$ cat config.mk
export PLATFORM = sky130hd
export DESIGN_NAME = global_set_reset_tristate_ctrl
export DESIGN_NICKNAME = d
export VERILOG_FILES = /design/src/rtl/boot_ctrl_pkg.sv /design/src/rtl/global_set_reset_tristate_ctrl.sv /design/src/rtl/sync_two_ff.sv
export SDC_FILE = /design/constraint.sdc
export NUM_CORES = 1
export LEC_CHECK = 0
export BUFFER_PORTS_ARGS = -buffer_cell sky130_fd_sc_hd__buf_4
export CORE_MARGIN = 2
export CORE_UTILIZATION = 56
export CTS_BUF_LIST = sky130_fd_sc_hd__clkbuf_4 sky130_fd_sc_hd__clkbuf_8
export CTS_CLUSTER_SIZE = 28
export DETAILED_ROUTE_END_ITERATION = 7
export HOLD_SLACK_MARGIN = 0.06
export PLACE_DENSITY = 0.88
export SLEW_MARGIN = 20
export SYNTH_ARGS = -nofsm -noshare
export SYNTH_HDL_FRONTEND = slang
export SYNTH_SLANG_ARGS = --single-unit
$ cat constraint.sdc
create_clock -name clk -period 3.66 [get_ports clk]
set_input_delay 0.183 -clock clk [delete_from_list [all_inputs] [get_ports clk]]
set_output_delay 0.183 -clock clk [all_outputs]
set_load 0.02 [all_outputs]
$ cat src/rtl/boot_ctrl_pkg.sv
// Purpose: Shared constants and carriers for the global control sequencer
// Assumes: One 100 MHz clock
// Notes: Release cycle of the start-up phase is a package constant
package boot_ctrl_pkg;
   localparam logic [2:0] RELEASE_STEP = 3'h4;
   localparam logic [2:0] LAST_STEP = 3'h6;
   localparam logic RESET_INIT = 1'b1;
   localparam logic FLOAT_INIT = 1'b1;

   typedef enum logic [1:0]
   {
      ST_CONFIG = 2'b00,
      ST_BOOT_PHASE_PRIMITIVE = 2'b01,
      ST_USER = 2'b10
   } phase_e;

   // User-side sources wired to the boot phase primitive
   typedef struct packed
   {
      logic initConnected;
      logic initSrc;
      logic floatConnected;
      logic floatSrc;
   } user_src_s;

   // Global control outputs
   typedef struct packed
   {
      logic globalInitAllFlops;
      logic globalFloatAllPins;
   } global_ctrl_s;
endpackage

$ cat src/rtl/global_set_reset_tristate_ctrl.sv
// Purpose: Global init and float controls through configuration and start-up
// Assumes: Single clk; user sources and trigger arrive asynchronously
// Notes: Outputs registered; start-up steps on clk or an alternate step pulse
//
// What this block does
// - Init high forces every flop to initial value
// - Float high tri-states every pin driver
// - Init asserted throughout configuration automatically
// - Both held active all of configuration
// - Both released on chosen start-up cycle
// - After start-up, follow connected user sources
// - Alternate clock may step the start-up
// - Trigger input requests alternate image reload
`timescale 1ns/1ps
module global_set_reset_tristate_ctrl
   import boot_ctrl_pkg::*;
(
   input wire logic clk, // System clock
   input wire logic rst_n, // Async reset, low active
   input wire logic configDone, // Configuration load finished, async
   input wire logic useAltStepClk, // Step start-up on alternate clock
   input wire logic altStepClk, // Alternate start-up clock, async
   input wire boot_ctrl_pkg::user_src_s userSrc, // User sources, async
   input wire logic altImageReloadTrigger, // Reload request, async
   output boot_ctrl_pkg::global_ctrl_s globalCtrl, // Registered controls
   output logic reloadRequest, // One-cycle reload pulse
   output logic startupDone // High once in user phase
);
   import boot_ctrl_pkg::*;

   ////////////////////////////////////////////////////////////////////////
   // Input synchronisation
   logic [7:0] syncIn;
   logic doneSync;
   logic altModeSync;
   logic altClkSync;
   logic trigSync;
   user_src_s srcSync;

   sync_two_ff #(.WIDTH(8)) u_sync (
      .clk(clk),
      .rst_n(rst_n),
      .din({configDone, useAltStepClk, altStepClk,
            altImageReloadTrigger, userSrc}),
      .dout(syncIn)
   );

   always_comb
   begin
      doneSync = syncIn[7];
      altModeSync = syncIn[6];
      altClkSync = syncIn[5];
      trigSync = syncIn[4];
      srcSync = user_src_s'(syncIn[3:0]);
   end

   ////////////////////////////////////////////////////////////////////////
   // Edge detection on synchronised levels
   logic altClkPrev_q;
   logic altClkPrev_d;
   logic trigPrev_q;
   logic trigPrev_d;
   logic stepEn;
   logic trigRise;

   always_comb
   begin
      altClkPrev_d = altClkSync;
      trigPrev_d = trigSync;
      // Step on every clk, or on rising edges of the alternate clock
      stepEn = altModeSync ? (altClkSync & ~altClkPrev_q) : 1'b1;
      trigRise = trigSync & ~trigPrev_q;
   end

   always_ff @(posedge clk or negedge rst_n)
   begin
      if (!rst_n)
      begin
         altClkPrev_q <= 1'b0;
         trigPrev_q <= 1'b0;
      end
      else
      begin
         altClkPrev_q <= altClkPrev_d;
         trigPrev_q <= trigPrev_d;
      end
   end

   ////////////////////////////////////////////////////////////////////////
   // Phase sequencer
   phase_e phase_q;
   phase_e phase_d;
   logic [2:0] step_q;
   logic [2:0] step_d;
   global_ctrl_s ctrl_q;
   global_ctrl_s ctrl_d;
   logic reload_q;
   logic reload_d;
   logic done_q;
   logic done_d;

   always_comb
   begin
      phase_d = phase_q;
      step_d = step_q;
      ctrl_d = ctrl_q;
      reload_d = 1'b0;
      done_d = done_q;
      case (phase_q)
         ST_CONFIG:
         begin
            // Controls held regardless of user sources
            ctrl_d.globalInitAllFlops = 1'b1;
            ctrl_d.globalFloatAllPins = 1'b1;
            step_d = 3'h0;
            done_d = 1'b0;
            if (doneSync)
            begin
               phase_d = ST_BOOT_PHASE_PRIMITIVE;
            end
         end
         ST_BOOT_PHASE_PRIMITIVE:
         begin
            if (stepEn)
            begin
               step_d = step_q + 3'h1;
               if (step_q == RELEASE_STEP)
               begin
                  ctrl_d.globalInitAllFlops = 1'b0;
                  ctrl_d.globalFloatAllPins = 1'b0;
               end
               if (step_q == LAST_STEP)
               begin
                  phase_d = ST_USER;
                  done_d = 1'b1;
               end
            end
         end
         ST_USER:
         begin
            // Unconnected sources leave the control released
            ctrl_d.globalInitAllFlops =
               srcSync.initConnected & srcSync.initSrc;
            ctrl_d.globalFloatAllPins =
               srcSync.floatConnected & srcSync.floatSrc;
            if (trigRise)
            begin
               reload_d = 1'b1;
               phase_d = ST_CONFIG;
               done_d = 1'b0;
               ctrl_d.globalInitAllFlops = 1'b1;
               ctrl_d.globalFloatAllPins = 1'b1;
            end
         end
         default:
         begin
            phase_d = ST_CONFIG;
         end
      endcase
   end

   always_ff @(posedge clk or negedge rst_n)
   begin
      if (!rst_n)
      begin
         phase_q <= ST_CONFIG;
         step_q <= 3'h0;
         ctrl_q.globalInitAllFlops <= RESET_INIT;
         ctrl_q.globalFloatAllPins <= FLOAT_INIT;
         reload_q <= 1'b0;
         done_q <= 1'b0;
      end
      else
      begin
         phase_q <= phase_d;
         step_q <= step_d;
         ctrl_q <= ctrl_d;
         reload_q <= reload_d;
         done_q <= done_d;
      end
   end

   assign globalCtrl = ctrl_q;
   assign reloadRequest = reload_q;
   assign startupDone = done_q;
endmodule

$ cat src/rtl/sync_two_ff.sv
// Purpose: Two-stage synchroniser for a bundle of levels
// Assumes: Inputs asynchronous to clk
// Notes: First stage is read only by the second
`timescale 1ns/1ps
module sync_two_ff #(
   parameter int WIDTH = 1
)
(
   input wire logic clk, // System clock
   input wire logic rst_n, // Async reset
   input wire logic [WIDTH-1:0] din, // Async levels
   output logic [WIDTH-1:0] dout // Synchronised levels
);
   logic [WIDTH-1:0] meta_q;
   logic [WIDTH-1:0] meta_d;
   logic [WIDTH-1:0] sync_q;
   logic [WIDTH-1:0] sync_d;

   always_comb
   begin
      meta_d = din;
      sync_d = meta_q;
   end

   always_ff @(posedge clk or negedge rst_n)
   begin
      if (!rst_n)
      begin
         meta_q <= '0;
         sync_q <= '0;
      end
      else
      begin
         meta_q <= meta_d;
         sync_q <= sync_d;
      end
   end

   assign dout = sync_q;
endmodule

**Word-level counts from Yosys, hierarchy flattened**

Cells that the tools add are included.

- Register bits after elaboration: 27
- Input port bits: 10
- Output and inout port bits: 4
- Logic and storage cells: 51

- Add/subtract/negate cells: 1
- Equality and inequality tests: 9
- Multiplexer cells: 18
- Bitwise logic cells: 6
- Reductions and logical operators: 7

Operators by type and width:

| kind | number |
|---|---|
| $mux W2 | 7 |
| $pmux W2 S3 | 2 |
| $ne A2 B2 Y1 const B | 4 |
| $reduce_and A4 Y1 | 2 |
| $eq A3 B3 Y1 const B | 2 |
| $mux W1 | 6 |
| $pmux W3 S2 | 1 |
| $and A1 B1 Y1 | 4 |
| $add A3 B1 Y3 const B | 1 |
| $mux W3 | 1 |
| $pmux W1 S3 | 1 |
| $reduce_and A3 Y1 | 1 |
| $reduce_bool A3 Y1 | 1 |
| $eq A2 B1 Y1 const B | 1 |
| $eq A2 B2 Y1 const B | 1 |
| $logic_not A2 Y1 | 1 |
| $ne A2 B1 Y1 const B | 1 |
| $not A1 Y1 | 2 |
| $reduce_and A2 Y1 | 1 |
| $reduce_bool A2 Y1 | 1 |

**Longest topological paths before layout**

Gate-level depths: netlist (run 1).

- Depth in word-level cells: 5
- Mapped depth: 4
- Mapped depth without buffers: 4

**Cells and area by module**

From an unflattened synthesis (run 1), not the netlist that was laid out.

- Cell total of the unflattened synthesis: 67
- Area total of the unflattened synthesis: 979.7 um^2

By module, submodules not included:

| module | times used | cells each | area an instance (um^2) | seq. area each (um^2) |
|---|---|---|---|---|
| global_set_reset_tristate_ctrl | 1 | 51 | 579.3 | 277.8 |
| sync_two_ff | 1 | 16 | 400.4 | 400.4 |

**Worst setup path before layout (run 1)**

OpenSTA, ideal clock, no wires.

- Path kind: register to register
- From: register step_q[0]
- To: register done_q (netlist: startupDone)
- Setup time: 126 ps
- Arrival: 1060 ps
- Data required time: 3534 ps
- Slack: 2473 ps
- Stages on the path, launching flop included: 5
- Path buffers: 0
- Period minus slack after synthesis: 1187 ps
- Cells stage by stage: dfrtp_1 > inv_1 > ha_1 > and2_1 > a221o_1

- Cells in the longest elaborated chain, start to end: 3

Ends and longest elaborated chain:

| item | line | source |
|---|---|---|
| from (decl) | global_set_reset_tristate_ctrl.sv:93 | `logic [2:0] step_q;` |
| from (signal assigned) | global_set_reset_tristate_ctrl.sv:176 | `step_q <= step_d;` |
| $eq A3 B3 Y1 | global_set_reset_tristate_ctrl.sv:132 | `if (step_q == LAST_STEP)` |
| $ne A2 B2 Y1 (no source line) | -- |  |
| $reduce_and A4 Y1 (no source line) | -- |  |
| to (signal assigned) | global_set_reset_tristate_ctrl.sv:179 | `done_q <= done_d;` |
| to (decl) | global_set_reset_tristate_ctrl.sv:99 | `logic done_q;` |

No other way between the ends.
A chain may end at the register's enable or synchronous reset.

**Worst setup path in the final report (run 1)**

Same ends and word-level chain as after synthesis.

==> results.tsv, run 1 <==
metric	value	unit
worstSetupEndpoint	startupDone	
synth_area	961	um2
worstRegToRegCells	4	
status	complete, no violations	
ys_warn_count	0	
worstPathArrival	1490	ps
clock_path_buffers	2	
nets	103	
path_max_fanout	5	
hold_violations	0	
setup_viol	0	
ioPinCount	14	
synth_nets	77	
critPathKind	reg -> reg	
layout_common_cells	dfrtp_1, buf_4, dlygate4sd3_1	
via_per_inst	5.43	
first_pass_iters	4	
rr_endpoint	startupDone	
grtUsageTotal	16.7	%
cap_violations	0	
dieArea	0.00206	mm2
die_y	45.4	um
remaining_drc_errors	0	
peakVddDrop	421	uV
fillers	85	
grt_overflow_total	0	
hold_class	in -> async	
slew_headroom	78.1	%
fin_tns_setup	0	ps
htreeDepth	1	
cts_buffers	3	
postCtsSetupBuffers	0	
startpoint	step_q[0]	
syn-instance-count	64	
antenna_left	0	
grt_max_degree	28	
coreArea	0.00156	mm2
dp_hpwl	946	um
worst_slew_pin_slew	328	ps
finalMaxSlewViolations	0	
cts_tree	yes	
rsz0062_at_grt	false	
area_growth	23.7	%
clock_skew	2.00	ps
ctsRootBufferMaster	clkbuf_4	
end_kind	register	
required	3880	ps
power.total	0.715	mW
grt_pass1_wl	2370	um
p_leak	0.547	nW
io_buffers	13	
reg2reg_setup_slack	2390	ps
wl	1380	um
power.density	602	mW/mm2
first_global_vias	572	
final_layout_size_suffix_gt1_share	27.0	%
die_w	45.4	um
min_period_over_period	34.7	%
clock.fmax	0.788	GHz
layout_commonest_cell	dfrtp_1	
drt-wirelength-per-cell	13.1	um
synth_cell_type_count	22	
synth_area_leader_cell	dfrtp_1	
vias	570	
synth_area_leaders	dfrtp_1, dfstp_2, ha_1	
drt-initial-drc-count	5	
fp-row-count	14	
finalCriticalPeriod	1270	ps
start_util	61.6	%
reg2reg_from	step_q[0]	
synth_top_area_share	65.1	%
cts.clk_slew.worst_paths	130	ps
syn_area_per_cell	15.0	um2
cts.sinks	27	
gp_congestion	0.803	
start_kind	register	
ys_ff_latch	27	
antenna_found_initial	0	
clk_latency	310	ps
ys_seq_area_share	70.6	%
n_antenna_cell	0	
==> critical path, stage by stage (launching register included) <==
cell and delay [ps]:
dfrtp_1 440, inv_1 80, ha_1 190, and2_1 150, a221o_1 310
==> routing by layer <==
metal	share of wire, %	vias to the layer above	track usage [%]
met4	1.4	0	7.06
li1	-	279	-
met5	0	-	0
met3	4.3	2	2.38
met2	47	17	27.6
met1	47	272	22.1
==> power by group <==
part | switching, mW | leakage [nW] | total [mW] | internal, mW
clock | 0.0814 | 0.0177 | 0.122 | 0.0409
combinational | 0.0893 | 0.211 | 0.189 | 0.0995
sequential | 0.0514 | 0.318 | 0.404 | 0.353
==> layout make-up <==
| class | count | area, um2 | area share (%) |
|---|---|---|---|
| inverter | 3 | 11.3 | 0.947 |
| clock buffer | 3 | 22.5 | 1.89 |
| sequential | 27 | 678 | 57.1 |
| clock inverter | 1 | 5.00 | 0.421 |
| multi-input combinational | 33 | 264 | 22.2 |
| tap | 16 | 20.0 | 1.68 |
| timing repair buffer | 22 | 188 | 15.8 |
==> logic make-up (layout without fill, tap and decap cells) <==
group           Yosys count  in the layout  share of synthesized area, %
compound gates           14             14                          12.8
fa+ha+maj                 3              3                          3.91
buf+inv                   4             29                          1.95
flops                    27             27                          70.6
simple gates             16             16                          10.8
==> per-stage QoR <==
stage | hold slack [ps] | setup WS, ps | area, um2 | util (%) | instances
after floorplan | -113 | 2470 | 961 | - | 64
after detailed placement | 104 | 2400 | 1070 | 68.7 | 92
after CTS | 291 | 2380 | 1190 | 76.2 | 105
final | 287 | 2390 | 1190 | 76.2 | 105
after global placement | 102 | 2450 | 1070 | 68.7 | 92
after global routing | 304 | 2300 | 1190 | 76.2 | 105
==> worst min-delay path by stage <==
stage | start | endpoint | slack [ps] | depth (start not counted)
2_1_floorplan | rst_n | altClkPrev_q | -110 | 0
3_3_place_gp | rst_n | step_q[2] | 100 | 1
3_5_place_dp | rst_n | step_q[2] | 100 | 1
4_1_cts | rst_n | startupDone | 290 | 2
5_1_grt | rst_n | startupDone | 300 | 2
6_report | rst_n | step_q[2] | 290 | 2
==> cell usage after synthesis <==
master and instances:
dfrtp_1 25, a311oi_1 3, ha_1 3, inv_1 3
nand2_1 3, nor2_1 3, nor2b_1 3, a211oi_1 2
a221o_1 2, dfstp_2 2, nand2b_1 2, nand2b_4 2
o2bb2ai_1 2, a2111o_1 1, a21oi_1 1, a21oi_2 1
a31oi_1 1, and2_1 1, and3_2 1, and4_1 1
buf_4 1, o211ai_2 1
==> timing repair <==
action / 4_1_cts / 5_1_grt
gates resized for setup: 0 / 0
hold buffers: 9 / 0
setup endpoints to repair: 0 / 0
hold endpoints to repair: 35 / 0
==> sequential cells by signal, summed over array words and instances, names as in the netlist <==
| name | flops |
|---|---|
| globalCtrl | 2 |
| altClkPrev_q | 1 |
| phase_q | 2 |
| reloadRequest | 1 |
| trigPrev_q | 1 |
| step_q | 3 |
| u_sync.meta_q | 8 |
| u_sync.dout | 8 |
| startupDone | 1 |
No activity file was read; power rests on OpenSTA's default activity.
==> run 2, diff against run 1 <==
==> constraint.sdc (replaced) <==
create_clock -name clk -period 1.2 [get_ports clk]
set_input_delay 0.06 -clock clk [delete_from_list [all_inputs] [get_ports clk]]
set_output_delay 0.06 -clock clk [all_outputs]
set_load 0.02 [all_outputs]
==> results.tsv, run 2 (synthesis results as in run 1) <==
metric	value	unit	change
grtUsageTotal	18.1	%	was 16.7%
hold_ws	173	ps	was 287 ps
cts.sinks	27		unchanged
power.density	1900	mW/mm2	was 602 mW/mm2
final_layout_size_suffix_gt1_share	34.8	%	was 27.0%
ctsRootBufferMaster	clkbuf_4		unchanged
hold_violations	0		unchanged
finalCriticalPeriod	1160	ps	was 1270 ps
die_w	45.4	um	unchanged
status	complete, no violations		unchanged
start_util	61.6	%	unchanged
coreArea	0.00156	mm2	unchanged
regArea	679	um2	was 678 um2
drt-initial-drc-count	12		was 5
die_y	45.4	um	unchanged
setup_viol	0		unchanged
min_period_over_period	96.3	%	was 34.7%
cap_violations	0		unchanged
cts_tree	yes		unchanged
peakVddDrop	1140	uV	was 421 uV
clk_latency	300	ps	was 310 ps
required	1410	ps	was 3880 ps
fp-row-count	14		unchanged
worstPathArrival	1360	ps	was 1490 ps
place_inst	95		was 92
final_area	0.00123	mm2	was 0.00119 mm2
slew_headroom	78.6	%	was 78.1%
htreeDepth	1		unchanged
gp_congestion	0.817		was 0.803
dp_hpwl	1120	um	was 946 um
nets	106		was 103
fillers	80		was 85
via_per_inst	5.65		was 5.43
reg2reg_from	step_q[1]		was step_q[0]
drt-wirelength-per-cell	14.9	um	was 13.1 um
clock.fmax	0.865	GHz	was 0.788 GHz
postCtsSetupBuffers	0		unchanged
p_leak	0.565	nW	was 0.547 nW
grt_pass1_wl	2570	um	was 2370 um
hold_class	in -> async		unchanged
worst_slew_pin_slew	321	ps	was 328 ps
cts.clk_slew.worst_paths	130	ps	about the same
n_antenna_cell	0		unchanged
reg2reg_setup_slack	40	ps	was 2390 ps
worstRegToRegCells	3		was 4
antenna_found_initial	0		unchanged
antenna_left	0		unchanged
ioPinCount	14		unchanged
grt_overflow_total	0		unchanged
end_kind	register		unchanged
clock_path_buffers	2		unchanged
cts_buffers	3		unchanged
start_kind	register		unchanged
layout_commonest_cell	dfrtp_1		unchanged
layout_common_cells	dfrtp_1, buf_4, dlygate4sd3_1		unchanged
multi_input_area	278	um2	was 264 um2
path_max_fanout	3		was 5
remaining_drc_errors	0		unchanged
first_global_vias	593		was 572
dieArea	0.00206	mm2	unchanged
io_buffers	13		unchanged
clock_skew	8.72	ps	was 2.00 ps
rsz0062_at_grt	true		was false
grt_max_degree	28		unchanged
dpl-instance-area	0.00109	mm2	was 0.00107 mm2
finalMaxSlewViolations	0		unchanged
rr_endpoint	startupDone		unchanged
power.total	2.33	mW	was 0.715 mW
critPathKind	reg -> reg		unchanged
wl	1610	um	was 1380 um
area_growth	27.9	%	was 23.7%
stdcell_count	108		was 105
vias	610		was 570
first_pass_iters	4		unchanged
post-route-util	78.8	%	was 76.2%
run 2: worst max-delay path: stages (launching register included):
cell,delay (ps)
dfrtp_1,430
ha_1,190
and2_4,140
a221o_1,290
run 2: worst max path at each step:
stage | startpoint | endpoint | cells after the start
after global placement | step_q[0] | startupDone | 4
after CTS | phase_q[0] | globalCtrl[1] | 3
after floorplan | step_q[0] | startupDone | 4
after detailed placement | step_q[0] | startupDone | 4
final | step_q[1] | startupDone | 3
after global routing | step_q[0] | step_q[2] | 5
run 2: per-layer routing:
metal	share of wire [%]	track usage (%)	vias up	wire length, um
met5	0	0	-	0
met4	0.81	8.24	0	13
met3	3.4	2.38	2	55
met2	56	31.8	21	898
met1	40	22.0	301	644
li1	-	-	286	-
run 2: what timing repair did:
action                                  CTS  global route
endpoints found under the setup margin    1             4
hold endpoints to repair                 35             0
hold buffers                              9             0
gates resized for setup                   1             4
pin swaps                                 0             1
run 2: final cells by class:
type	instances	share of cell area (%)
well taps	16	1.63
multi-input cells	33	22.6
inverters	3	0.916
repair buffers	25	17.1
clock buffers	4	2.44
flip-flops and latches	27	55.3
run 2: through the flow:
stage          setup WS [ps]  TNS [ps]
2_1_floorplan           13.5         0
3_5_place_dp            12.2         0
3_3_place_gp            64.1         0
6_report                44.5         0
5_1_grt                -12.4     -16.3
4_1_cts                 10.6         0
run 2: power by group:
| group | leakage (nW) | switching [mW] | internal, mW | total (mW) |
|---|---|---|---|---|
| Clock | 0.0184 | 0.229 | 0.152 | 0.381 |
| Sequential | 0.318 | 0.142 | 1.08 | 1.22 |
| Combinational | 0.228 | 0.350 | 0.377 | 0.727 |
| Total | 0.565 | 0.721 | 1.61 | 2.33 |
==> run 3, diff against run 2 <==
--- a/config.mk
+++ b/config.mk
@@ -12,6 +12,7 @@
 export CTS_CLUSTER_SIZE = 28
 export DETAILED_ROUTE_END_ITERATION = 7
 export HOLD_SLACK_MARGIN = 0.06
+export MAX_ROUTING_LAYER = met4
 export PLACE_DENSITY = 0.88
 export SLEW_MARGIN = 20
 export SYNTH_ARGS = -nofsm -noshare
==> constraint.sdc (replaced) <==
create_clock -name clk -period 1.2 [get_ports clk]
set_input_delay 0.24 -clock clk [delete_from_list [all_inputs] [get_ports clk]]
set_output_delay 0.24 -clock clk [all_outputs]
set_load 0.02 [all_outputs]
==> results.tsv, run 3 (synthesis results as in run 1) <==
metric	value	unit	change
status	finished, violations left		was complete, no violations
failed_checks	negative setup slack		
dieArea	0.00206	mm2	unchanged
n_antenna_cell	0		unchanged
cts_buffers	3		unchanged
crit_slowest_cell	dfstp_2		was dfrtp_1
finalMaxSlewViolations	0		unchanged
post-route-util	80.7	%	was 78.8%
hold_class	in -> async		unchanged
layout_common_cells	dfrtp_1, buf_4, dlygate4sd3_1		unchanged
power.switching	0.743	mW	was 0.721 mW
clk_latency	300	ps	about the same
grt_max_degree	28		unchanged
critPathBufInv	1		was 0
ctsRootBufferMaster	clkbuf_4		unchanged
fin_tns_setup	-8.66	ps	was 0 ps
area_growth	30.9	%	was 27.9%
path_max_fanout	2		was 3
place_inst	95		unchanged
cts.sinks	27		unchanged
fp-row-count	14		unchanged
worst_slew_pin_slew	322	ps	was 321 ps
grt_pass1_wl	2620	um	was 2570 um
nets	108		was 106
ioPinCount	14		unchanged
cts_tree	yes		unchanged
slew_headroom	78.6	%	about the same
power.total	2.42	mW	was 2.33 mW
cts.clk_slew.worst_paths	130	ps	about the same
swShare	30.7	%	was 31.0%
io_buffers	13		unchanged
reg2reg_from	phase_q[0]		was step_q[1]
die_w	45.4	um	unchanged
grtUsageTotal	19.1	%	was 18.1%
pwr-share-seq	51.0	%	was 52.5%
peakVddDrop	1140	uV	about the same
dpl-instance-area	0.00109	mm2	unchanged
dp_hpwl	1120	um	unchanged
antenna_found_initial	0		unchanged
startpoint	globalCtrl[0]		was step_q[1]
clock_skew	5.18	ps	was 8.72 ps
hold_ws	357	ps	was 173 ps
htreeDepth	1		unchanged
path_delay_family	flip-flops		unchanged
final_layout_size_suffix_gt1_share	37.2	%	was 34.8%
start_util	61.6	%	unchanged
worstPathArrival	960	ps	was 1360 ps
setup_slack	-4.77	ps	was 44.5 ps
crit_path_cell_trace	buf_6		was ha_1 -> and2_4 -> a221o_1
cpPeakStageDelay	560	ps	was 430 ps
min_period_over_period	100	%	was 96.3%
rsz0062_at_grt	true		unchanged
power.density	1920	mW/mm2	was 1900 mW/mm2
layout_commonest_cell	dfrtp_1		unchanged
finalCriticalPeriod	1200	ps	was 1160 ps
die_y	45.4	um	unchanged
gp_congestion	0.829		was 0.817
critPathKind	reg -> out		was reg -> reg
coreArea	0.00156	mm2	unchanged
remaining_drc_errors	0		unchanged
start_kind	register		unchanged
end_kind	primary output		was register
intPower	1.68	mW	was 1.61 mW
first_pass_iters	4		unchanged
antenna_left	0		unchanged
required	960	ps	was 1410 ps
setup_viol	2		was 0
clock.fmax	0.830	GHz	was 0.865 GHz
cap_violations	0		unchanged
p_leak	0.577	nW	was 0.565 nW
place_ws	12.2	ps	unchanged
drt-wirelength-per-cell	15.1	um	was 14.9 um
clock_path_buffers	2		unchanged
wl	1660	um	was 1610 um
hold_violations	0		unchanged
p_clk_share	15.6	%	was 16.4%
stdcell_count	110		was 108
via_per_inst	5.60		was 5.65
grt_overflow_total	0		unchanged
vias	616		was 610
first_global_vias	592		was 593
comb_power_share	33.5	%	was 31.2%
reg2reg_setup_slack	50	ps	was 40 ps
drt-initial-drc-count	17		was 12
final_area	0.00126	mm2	was 0.00123 mm2
==> run 3: cell count changes in the layout (fill, tap and decap cells not counted), sizes merged <==
| cell | previous run | this run |
|---|---|---|
| buf | 16 | 18 |
==> run 3: path summary, 6_finish.rpt <==
| kind | cells after the start | end |
|---|---|---|
| worst min-delay path | 2 | startupDone |
| min in group clk | 0 | u_sync.dout[0] |
| worst max register to register | 3 | globalCtrl[1] |
| worst min register to register | 0 | u_sync.dout[0] |
| worst max-delay path | 1 | globalCtrl[0] |
| max in group asynchronous | 2 | globalCtrl[1] |
==> run 3: routing by layer <==
metal  global-route usage [%]  up-vias  routed length (um)
met5                        -        -                   0
met4                     7.06        0                  12
met3                     2.38        2                  45
met2                     32.4       19                 938
met1                     23.4      307                 667
li1                         -      288                   -
==> run 3: area by class of cell <==
| cell class | count | area [um2] |
|---|---|---|
| inverter | 3 | 11.3 |
| clock buffer | 4 | 30.0 |
| timing repair buffer | 27 | 236 |
| tap | 16 | 20.0 |
| multi-input combinational | 33 | 280 |
| fill | 78 | 302 |
| sequential | 27 | 679 |
==> run 3: what timing repair did <==
action / CTS / global route
hold buffers: 9 / 0
setup buffers: 1 / 1
endpoints found under the setup margin: 3 / 6
resized for setup: 3 / 6
endpoints found under the hold margin: 33 / 0
pin swaps: 0 / 1
==> run 3: power by group through the flow <==
stage / Combinational (mW) / Clock [mW] / Sequential (mW)
2_1_floorplan: 0.403 / 0 / 1.23
3_3_place_gp: 0.628 / 0 / 1.21
3_5_place_dp: 0.666 / 0 / 1.23
4_1_cts: 0.740 / 0.385 / 1.22
5_1_grt: 0.880 / 0.443 / 1.25
6_report: 0.809 / 0.376 / 1.23
